File: src/rtl/itm_pkg.sv
package itm_pkg;

  // terminal count and option code width
  localparam int NUM_TERM = 6;
  localparam int FUNC_W = 5;
  localparam int NUM_OPT = 32;
  localparam int SPEED_W = 4;

  // register port geometry
  localparam int ADDR_W = 5;
  localparam int DATA_W = 8;
  localparam int IDX_W = 3;
  localparam int GRP_W = 2;

  // function option codes
  localparam logic [FUNC_W-1:0] OPT_FWD = 5'h00;
  localparam logic [FUNC_W-1:0] OPT_REV = 5'h01;
  localparam logic [FUNC_W-1:0] OPT_SPD0 = 5'h02;
  localparam logic [FUNC_W-1:0] OPT_SPD1 = 5'h03;
  localparam logic [FUNC_W-1:0] OPT_SPD2 = 5'h04;
  localparam logic [FUNC_W-1:0] OPT_SPD3 = 5'h05;
  localparam logic [FUNC_W-1:0] OPT_JOG = 5'h06;
  localparam logic [FUNC_W-1:0] OPT_DCB = 5'h07;
  localparam logic [FUNC_W-1:0] OPT_SET2 = 5'h08;
  localparam logic [FUNC_W-1:0] OPT_RAMP2 = 5'h09;
  localparam logic [FUNC_W-1:0] OPT_COAST = 5'h0B;
  localparam logic [FUNC_W-1:0] OPT_EXT = 5'h0C;
  localparam logic [FUNC_W-1:0] OPT_RESET = 5'h12;

  // active-state codes
  localparam logic ACT_NO = 1'b0;
  localparam logic ACT_NC = 1'b1;

  // register map: group in addr[4:3], terminal index in addr[2:0]
  localparam logic [GRP_W-1:0] GRP_FUNC = 2'h0;
  localparam logic [GRP_W-1:0] GRP_ACT = 2'h1;
  localparam logic [ADDR_W-1:0] ADDR_STATUS = 5'h10;
  localparam logic [ADDR_W-1:0] ADDR_MASK = 5'h11;
  localparam logic [ADDR_W-1:0] ADDR_CMD = 5'h12;
  localparam logic [ADDR_W-1:0] ADDR_TRIP = 5'h13;
  localparam logic [ADDR_W-1:0] ADDR_TRIP_CNT = 5'h14;
  localparam logic [ADDR_W-1:0] ADDR_LEVEL = 5'h15;

  // reset values, terminal 0 in the low field
  localparam logic [FUNC_W*NUM_TERM-1:0] FUNC_RST = {5'h09, 5'h12, 5'h03, 5'h02, 5'h01, 5'h00};
  localparam logic [NUM_TERM-1:0] ACT_RST = 6'h00;

  // trip codes
  localparam logic [DATA_W-1:0] TRIP_CODE_NONE = 8'h00;
  localparam logic [DATA_W-1:0] TRIP_CODE_EXT = 8'h0C;
  localparam logic [DATA_W-1:0] TRIP_CNT_MAX = 8'hFF;

  // status and mask layout
  localparam int STAT_W = 2;
  localparam int STAT_TRIP = 0;
  localparam int STAT_CLEAR = 1;
  localparam logic [STAT_W-1:0] STAT_RST = 2'h0;

  // synchroniser depth
  localparam int SYNC_STAGES = 2;

  // drive commands toward the motor control
  typedef struct packed {
    logic out_off;
    logic coast_stop;
    logic second_ramp_select;
    logic motor_set2;
    logic dc_brake_request;
    logic jog_run;
    logic [SPEED_W-1:0] speed_sel;
    logic reverse_run;
    logic forward_run;
  } itm_cmd_s;

  localparam int CMD_W = $bits(itm_cmd_s);

  // software register request
  typedef struct packed {
    logic [ADDR_W-1:0] addr;
    logic [DATA_W-1:0] wdata;
    logic wr;
    logic rd;
  } itm_bus_req_s;

endpackage : itm_pkg

File: src/rtl/itm_input_mapper.sv
// Chosen here: the register offsets and the address-and-strobe port.
`timescale 1ns/10ps

module itm_input_mapper (
  // clock and reset
  input wire logic clk,
  input wire logic sys_rst,
  // terminal pins
  input wire logic [itm_pkg::NUM_TERM-1:0] term_in,
  // register port
  input wire itm_pkg::itm_bus_req_s bus_req,
  output logic [itm_pkg::DATA_W-1:0] rd_data_q,
  // drive commands
  output itm_pkg::itm_cmd_s cmd_q,
  output logic trip_latched_q,
  output logic [itm_pkg::DATA_W-1:0] external_trip_code_q,
  // interrupt
  output logic irq_q
);

  // synchronised and polarity-adjusted terminal levels
  logic [itm_pkg::NUM_TERM-1:0] term_sync;
  logic [itm_pkg::NUM_TERM-1:0] term_level;

  // per-terminal configuration
  logic [itm_pkg::FUNC_W-1:0] func_q [itm_pkg::NUM_TERM];
  logic [itm_pkg::NUM_TERM-1:0] act_q;

  // option one-hots, one per terminal, then merged
  logic [itm_pkg::NUM_OPT-1:0] term_hot [itm_pkg::NUM_TERM];
  logic [itm_pkg::NUM_OPT-1:0] opt_act;

  // register port decode
  logic [itm_pkg::GRP_W-1:0] wr_grp;
  logic [itm_pkg::IDX_W-1:0] wr_idx;
  logic cfg_idx_ok;
  logic status_wr;
  logic mask_wr;

  // trip edge detection and run gating
  logic ext_prev_q;
  logic ext_rise;
  logic reset_active;
  logic run_ok;

  // drive command path
  itm_pkg::itm_cmd_s cmd_d;

  // trip history
  logic [itm_pkg::DATA_W-1:0] trip_cnt_q;

  // sticky events, mask and read path
  logic [itm_pkg::STAT_W-1:0] status_q;
  logic [itm_pkg::STAT_W-1:0] status_d;
  logic [itm_pkg::STAT_W-1:0] status_set;
  logic [itm_pkg::STAT_W-1:0] mask_q;
  logic [itm_pkg::DATA_W-1:0] rd_data_d;

  // pins cross into the clock domain before anything looks at them
  itm_sync #(
    .WIDTH(itm_pkg::NUM_TERM)
  ) u_sync (
    .clk(clk),
    .sys_rst(sys_rst),
    .async_in(term_in),
    .sync_out(term_sync)
  );

  // address fields; the same decode serves writes and reads
  assign wr_grp = bus_req.addr[itm_pkg::ADDR_W-1:itm_pkg::IDX_W];
  assign wr_idx = bus_req.addr[itm_pkg::IDX_W-1:0];
  assign cfg_idx_ok = wr_idx < itm_pkg::IDX_W'(itm_pkg::NUM_TERM);

  // whole-address strobes for the event registers
  assign status_wr = bus_req.wr && bus_req.addr == itm_pkg::ADDR_STATUS;
  assign mask_wr = bus_req.wr && bus_req.addr == itm_pkg::ADDR_MASK;

  // per-terminal configuration, polarity and option one-hot
  genvar gi;
  generate
    for (gi = 0; gi < itm_pkg::NUM_TERM; gi++)
    begin : g_term
      logic invert;
      logic func_wr;
      logic act_wr;

      // write hits for this terminal's two registers
      assign func_wr = bus_req.wr && wr_grp == itm_pkg::GRP_FUNC
        && wr_idx == itm_pkg::IDX_W'(gi);
      assign act_wr = bus_req.wr && wr_grp == itm_pkg::GRP_ACT
        && wr_idx == itm_pkg::IDX_W'(gi);

      // function select register, any option accepted
      always_ff @(posedge clk)
      begin
        if (sys_rst)
        begin
          func_q[gi] <= itm_pkg::FUNC_RST[gi*itm_pkg::FUNC_W +: itm_pkg::FUNC_W];
        end
        else if (func_wr)
        begin
          func_q[gi] <= bus_req.wdata[itm_pkg::FUNC_W-1:0];
        end
      end

      // active-state register; a reset-option terminal refuses inversion
      always_ff @(posedge clk)
      begin
        if (sys_rst)
        begin
          act_q[gi] <= itm_pkg::ACT_RST[gi];
        end
        else if (act_wr)
        begin
          if (func_q[gi] == itm_pkg::OPT_RESET)
          begin
            act_q[gi] <= itm_pkg::ACT_NO;
          end
          else
          begin
            act_q[gi] <= bus_req.wdata[0];
          end
        end
      end

      // masked here too, so a later switch to the reset option cannot invert
      assign invert = (act_q[gi] == itm_pkg::ACT_NC) && (func_q[gi] != itm_pkg::OPT_RESET);
      assign term_level[gi] = term_sync[gi] ^ invert;
      assign term_hot[gi] = term_level[gi] ? (itm_pkg::NUM_OPT'(1) << func_q[gi]) : '0;
    end
  endgenerate

  // shared options combine as a logical or
  always_comb
  begin
    opt_act = '0;
    for (int i = 0; i < itm_pkg::NUM_TERM; i++)
    begin
      opt_act = opt_act | term_hot[i];
    end
  end

  // run commands are held off while tripped or under reset
  assign reset_active = opt_act[itm_pkg::OPT_RESET];
  assign run_ok = !trip_latched_q && !reset_active;

  // rising edge of the merged trip line, once per transition
  assign ext_rise = opt_act[itm_pkg::OPT_EXT] && !ext_prev_q;

  // decode of the option levels into drive commands
  always_comb
  begin
    cmd_d = '0;
    // run requests are gated by trip and reset
    cmd_d.forward_run = opt_act[itm_pkg::OPT_FWD] && run_ok;
    cmd_d.reverse_run = opt_act[itm_pkg::OPT_REV] && run_ok;
    cmd_d.speed_sel = {opt_act[itm_pkg::OPT_SPD3], opt_act[itm_pkg::OPT_SPD2],
                       opt_act[itm_pkg::OPT_SPD1], opt_act[itm_pkg::OPT_SPD0]};
    cmd_d.jog_run = opt_act[itm_pkg::OPT_JOG] && run_ok;
    // the remaining selects pass through; they never start the motor
    cmd_d.dc_brake_request = opt_act[itm_pkg::OPT_DCB];
    cmd_d.motor_set2 = opt_act[itm_pkg::OPT_SET2];
    cmd_d.second_ramp_select = opt_act[itm_pkg::OPT_RAMP2];
    cmd_d.coast_stop = opt_act[itm_pkg::OPT_COAST];
    // coasting, reset and trip all cut the output
    cmd_d.out_off = opt_act[itm_pkg::OPT_COAST] || reset_active || trip_latched_q;
  end

  // command register, so outputs come straight from flops
  always_ff @(posedge clk)
  begin
    if (sys_rst)
    begin
      cmd_q <= '0;
    end
    else
    begin
      cmd_q <= cmd_d;
    end
  end

  // edge history; starts high so a line already active at reset does not trip
  always_ff @(posedge clk)
  begin
    if (sys_rst)
    begin
      ext_prev_q <= 1'b1;
    end
    else
    begin
      ext_prev_q <= opt_act[itm_pkg::OPT_EXT];
    end
  end

  // trip latch and code; a new edge wins over a same-cycle clear
  always_ff @(posedge clk)
  begin
    if (sys_rst)
    begin
      trip_latched_q <= 1'b0;
      external_trip_code_q <= itm_pkg::TRIP_CODE_NONE;
    end
    else if (ext_rise)
    begin
      trip_latched_q <= 1'b1;
      external_trip_code_q <= itm_pkg::TRIP_CODE_EXT;
    end
    else if (reset_active)
    begin
      trip_latched_q <= 1'b0;
      external_trip_code_q <= itm_pkg::TRIP_CODE_NONE;
    end
  end

  // trip history survives the reset option, cleared only by sys_rst
  always_ff @(posedge clk)
  begin
    if (sys_rst)
    begin
      trip_cnt_q <= '0;
    end
    else if (ext_rise && trip_cnt_q != itm_pkg::TRIP_CNT_MAX)
    begin
      trip_cnt_q <= trip_cnt_q + 8'h01;
    end
  end

  // sticky events: set beats a write-one clear
  always_comb
  begin
    status_set = '0;
    status_set[itm_pkg::STAT_TRIP] = ext_rise;
    status_set[itm_pkg::STAT_CLEAR] = reset_active && trip_latched_q;
    status_d = status_q;
    if (status_wr)
    begin
      status_d = status_d & ~bus_req.wdata[itm_pkg::STAT_W-1:0];
    end
    // set applied last so an event is never lost
    status_d = status_d | status_set;
  end

  // sticky status register
  always_ff @(posedge clk)
  begin
    if (sys_rst)
    begin
      status_q <= itm_pkg::STAT_RST;
    end
    else
    begin
      status_q <= status_d;
    end
  end

  // interrupt mask, written whole
  always_ff @(posedge clk)
  begin
    if (sys_rst)
    begin
      mask_q <= itm_pkg::STAT_RST;
    end
    else if (mask_wr)
    begin
      mask_q <= bus_req.wdata[itm_pkg::STAT_W-1:0];
    end
  end

  // interrupt level from the next status, so it rises with the event flop
  always_ff @(posedge clk)
  begin
    if (sys_rst)
    begin
      irq_q <= 1'b0;
    end
    else
    begin
      irq_q <= |(status_d & mask_q);
    end
  end

  // read mux; unmapped addresses read zero
  always_comb
  begin
    rd_data_d = '0;
    // configuration rows first, then the single registers
    if (wr_grp == itm_pkg::GRP_FUNC && cfg_idx_ok)
    begin
      rd_data_d = itm_pkg::DATA_W'(func_q[wr_idx]);
    end
    else if (wr_grp == itm_pkg::GRP_ACT && cfg_idx_ok)
    begin
      rd_data_d = itm_pkg::DATA_W'(act_q[wr_idx]);
    end
    else
    begin
      unique case (bus_req.addr)
        itm_pkg::ADDR_STATUS: rd_data_d = itm_pkg::DATA_W'(status_q);
        itm_pkg::ADDR_MASK: rd_data_d = itm_pkg::DATA_W'(mask_q);
        itm_pkg::ADDR_CMD: rd_data_d = cmd_q[itm_pkg::DATA_W-1:0];
        itm_pkg::ADDR_TRIP: rd_data_d = external_trip_code_q;
        itm_pkg::ADDR_TRIP_CNT: rd_data_d = trip_cnt_q;
        itm_pkg::ADDR_LEVEL: rd_data_d = itm_pkg::DATA_W'(term_level);
        default: rd_data_d = '0;
      endcase
    end
  end

  // read data stands only in the cycle after the strobe
  always_ff @(posedge clk)
  begin
    if (sys_rst)
    begin
      rd_data_q <= '0;
    end
    else if (bus_req.rd)
    begin
      rd_data_q <= rd_data_d;
    end
    else
    begin
      rd_data_q <= '0;
    end
  end

endmodule : itm_input_mapper

File: src/rtl/itm_sync.sv
`timescale 1ns/10ps

module itm_sync #(
  parameter int WIDTH = 6
) (
  // clock and reset
  input wire logic clk,
  input wire logic sys_rst,
  // pins and synchronised copy
  input wire logic [WIDTH-1:0] async_in,
  output logic [WIDTH-1:0] sync_out
);

  logic [WIDTH-1:0] meta_q;
  logic [WIDTH-1:0] stable_q;

  // two flops; only the second flop reads the first
  always_ff @(posedge clk)
  begin
    if (sys_rst)
    begin
      meta_q <= '0;
      stable_q <= '0;
    end
    else
    begin
      meta_q <= async_in;
      stable_q <= meta_q;
    end
  end

  assign sync_out = stable_q;

endmodule : itm_sync

File: config.mk
export PLATFORM = sky130hd
export DESIGN_NAME = itm_input_mapper
export DESIGN_NICKNAME = d
export VERILOG_FILES = /design/src/rtl/itm_pkg.sv /design/src/rtl/itm_input_mapper.sv /design/src/rtl/itm_sync.sv
export SDC_FILE = /design/constraint.sdc
export NUM_CORES = 1
export LEC_CHECK = 0
export ABC_AREA = 1
export BUFFER_PORTS_ARGS = -buffer_cell sky130_fd_sc_hd__buf_2
export CORE_MARGIN = 4
export CORE_UTILIZATION = 42
export CTS_CLUSTER_DIAMETER = 50
export CTS_CLUSTER_SIZE = 20
export DETAILED_ROUTE_END_ITERATION = 6
export PLACE_DENSITY = 0.61
export SLEW_MARGIN = 10
export SYNTH_ARGS = -nofsm -noshare
export SYNTH_HDL_FRONTEND = slang
export SYNTH_SLANG_ARGS = --single-unit
File: constraint.sdc
create_clock -name clk -period 2.3 [get_ports clk]
set_clock_uncertainty 0.15 [all_clocks]
set_input_delay 0.345 -clock clk [delete_from_list [all_inputs] [get_ports clk]]
set_output_delay 0.345 -clock clk [all_outputs]
set_load 0.01 [all_outputs]
==> results by group <==
Routing
  • DRC: 0
  • M1 wire length: 7016 um
  • Top layer in use: met4
  • Mean routed wirelength per cell: 17.59 um
  • DRT Wirelength: 15900 um
  • DRT Pass-1 Iters: 5
  • Initial drt markers: 483
  • Met3 WL: 1252 um
  • Post-DRT Antenna Nets: 0
  • Drt via density: 5.335
  • Routed vias: 4823
  • Met2 routed WL: 7199 um

Finish
  • Final nets: 784
  • Layout area overhead: 16.91%
  • N_diodes: 0
  • Final cell count without fillers: 904
  • # fillers: 1103
  • Final Util: 51.04%
  • Layout cells sized above 1: 15.71%

Worst setup path
  • CP startpoint kind: flip-flop
  • Critical Path Fanout Max: 6
  • Crit Path Category: reg -> reg
  • Worst Setup End Kind: flip-flop
  • Critical Path RT: 2.37 ns
  • Crit path DAT: 2.19 ns

Power
  • Worst VDD drop: 0.3781 mV
  • Pwr dens: 631.3 mW/mm2
  • Pleak: 2.474 nW

GRT
  • Initial antenna violation count: 0
  • Vias in the first global route: 4534
  • First-pass GRT wire length: 24300 um
  • Grt ovf: 0
  • Largest net degree at the start of global routing: 37
  • GRT Overall Usage: 24.77%

Placed design
  • Dpl ws: 0.1940 ns
  • Placed insts: 886
  • Routability Congestion: 1.006
  • Hpwl dp: 12750 um
  • Port Buffers: 43

Synth
  • Post-Syn Area: 0.004795 mm2
  • Number of synthesized register bits: 83
  • FFs w/ async S/R, synth: 0%
  • Ys Warns: 0
  • Top cells by instance count after synthesis: nand2_1, nor2_1, inv_1, nand3_1, dfxtp_1
  • Synth top area share: 22.13%
  • Count leader, synth: nand2_1
  • Largest cells by area after synthesis: dfxtp_1, edfxtp_1, nand2_1
  • Netlist cell types: 38
  • Seq/Total Area, Yosys: 40.92%
  • Syn Area/Cell: 6.889 um2
  • EDFF count, synth: 30
  • Synth area leader: dfxtp_1
  • Gate count of the mapped netlist: 696
  • Top_reg_cell synth: dfxtp_1

Floorplanning
  • Total core area: 0.01098 mm2
  • Chip width: 114.8 um
  • Die ar.: 0.01319 mm2
  • Rows: 38
  • Num ports: 53
  • Die height: 114.8 um
  • Initial core utilization: 43.65%

CTS
  • Clock sinks: 83
  • Hold Buf Count CTS: 0
  • Clock transition at path regs: 0.06 ns
  • CTS root buffer: clkbuf_16
  • Total CTS buffers: 9
  • H-Tree Depth: 3
  • Clk_lat worst skew: 0.35 ns
  • TritonCTS clock tree: built
  • Clock buffer depth: 2

Timing
  • Fmax: 0.4709 GHz
  • Fin crit share: 92.33%
  • Setup TNS: 0 ns
  • Final setup viols: 0
  • Hold Fails Final Rpt: 0
  • RSZ-0062 raised after global routing: no
  • Min Clock Period, post-route: 2.124 ns
  • Slew Limit Fails: 0
  • Final worst slack: 0.1764 ns

Hold path
  • Hold WC Path Type: in -> reg

Run
  • Max cap viols: 0

Status
  • Status: complete, no violations
## logic make-up (layout without fill, tap and decap cells)
| group | after synthesis | count (layout) | share of synthesized area [%] |
|---|---|---|---|
| AND/OR/NAND/NOR | 419 | 419 | 39.56 |
| other | 1 | 6 | 0.07821 |
| AO/OA/AOI/OAI | 72 | 72 | 8.612 |
| adder cells (fa/ha/maj) | 1 | 1 | 0.2609 |
| XOR/XNOR | 1 | 1 | 0.1827 |
| buffers and inverters | 119 | 182 | 10.39 |
| flip-flops | 83 | 83 | 40.92 |
## metrics by stage
stage	total power, mW	hold slack (ns)	area [um2]
2_1_floorplan	1.856	0.2383	4813
3_3_place_gp	1.998	0.2407	5254
3_5_place_dp	1.998	0.2473	5254
4_1_cts	3.542	0.04589	5575
5_1_grt	3.667	0.04897	5605
6_report	3.539	0.04415	5605
## worst paths after layout
kind | start | to | slack, ns | cells past startpoint
worst max-delay path | func_q[1][0] | cmd_q[5] | 0.18 | 10
worst min-delay path | term_in[3] | u_sync.meta_q[3] | 0.04 | 3
worst max register to register | func_q[1][0] | cmd_q[5] | 0.18 | 10
worst min register to register | u_sync.meta_q[0] | u_sync.sync_out[0] | 0.25 | 2
## flip-flops by register name (all words and copies together) (netlist names)
register,cells
trip_cnt_q,8
func_q,30
external_trip_code_q,1
rd_data_q,8
mask_q,2
act_q,6
u_sync.sync_out,6
ext_prev_q,1
irq_q,1
status_q,2
cmd_q,12
u_sync.meta_q,6
## where the power goes
part	internal, mW	switching, mW	total, mW
logic	0.108	0.258	0.366
clock network	0.960	0.600	1.56
registers	1.57	0.0442	1.61
total	2.64	0.902	3.54
## worst max-delay path, stage by stage (launching register included)
cell      delay [ns]
edfxtp_1        0.49
nor2_2          0.22
nand3_2         0.14
nand2_1         0.09
nand2_1         0.07
nand2_1         0.21
nor2_1          0.13
nand3_1         0.10
nand3_1         0.15
nor2_1          0.19
nor2_1          0.05
## what timing repair did
item                       CTS  global route
setup buffers                0             3
setup endpoints to repair    0             6
gates resized for setup      0             2
## area by class of cell
class,instances,area [um2],area share [%]
multi-input cells,499,2361,42.12
inverters,96,360.3,6.429
flip-flops and latches,83,1962,35.00
repair buffers,71,425.4,7.589
well taps,140,175.2,3.125
clock buffers,12,277.8,4.955
clock inverters,3,43.79,0.7812
## per-layer routing
| layer | global-route usage, % | vias up |
|---|---|---|
| met5 | 0 | - |
| met1 | 33.51 | 2204 |
| met4 | 9.781 | 0 |
| li1 | - | 2388 |
| met2 | 39.58 | 209 |
| met3 | 4.105 | 22 |
## cells in the final DEF (no fill, tap or decap), types with 2 or more instances in the layout
| cell type | synthesis | routed |
|---|---|---|
| a21oi_1 | 27 | 27 |
| o211ai_1 | 3 | 3 |
| nand2_2 | 4 | 3 |
| nand3b_1 | 2 | 2 |
| nor2_1 | 120 | 119 |
| a221oi_1 | 2 | 2 |
| nand3_1 | 75 | 75 |
| o2111ai_1 | 2 | 2 |
| nand2_4 | 2 | 3 |
| nor2_2 | 8 | 9 |
| a22oi_1 | 3 | 3 |
| edfxtp_1 | 30 | 30 |
| nor2_4 | 4 | 4 |
| o21ai_0 | 20 | 20 |
| clkbuf_8 | 0 | 2 |
| nand3_2 | 8 | 8 |
| clkbuf_16 | 0 | 10 |
| o21ai_1 | 2 | 2 |
| a31oi_1 | 3 | 3 |
| buf_4 | 10 | 28 |
| conb_1 | 1 | 6 |
| inv_1 | 91 | 91 |
| dfxtp_1 | 53 | 53 |
| nor3_1 | 21 | 21 |
| nand4_1 | 19 | 19 |
| nand2_1 | 152 | 152 |
| buf_2 | 5 | 43 |
| inv_2 | 5 | 5 |
| a41oi_1 | 2 | 2 |
| o22ai_1 | 7 | 7 |
Power figures use the tool's default switching activity.
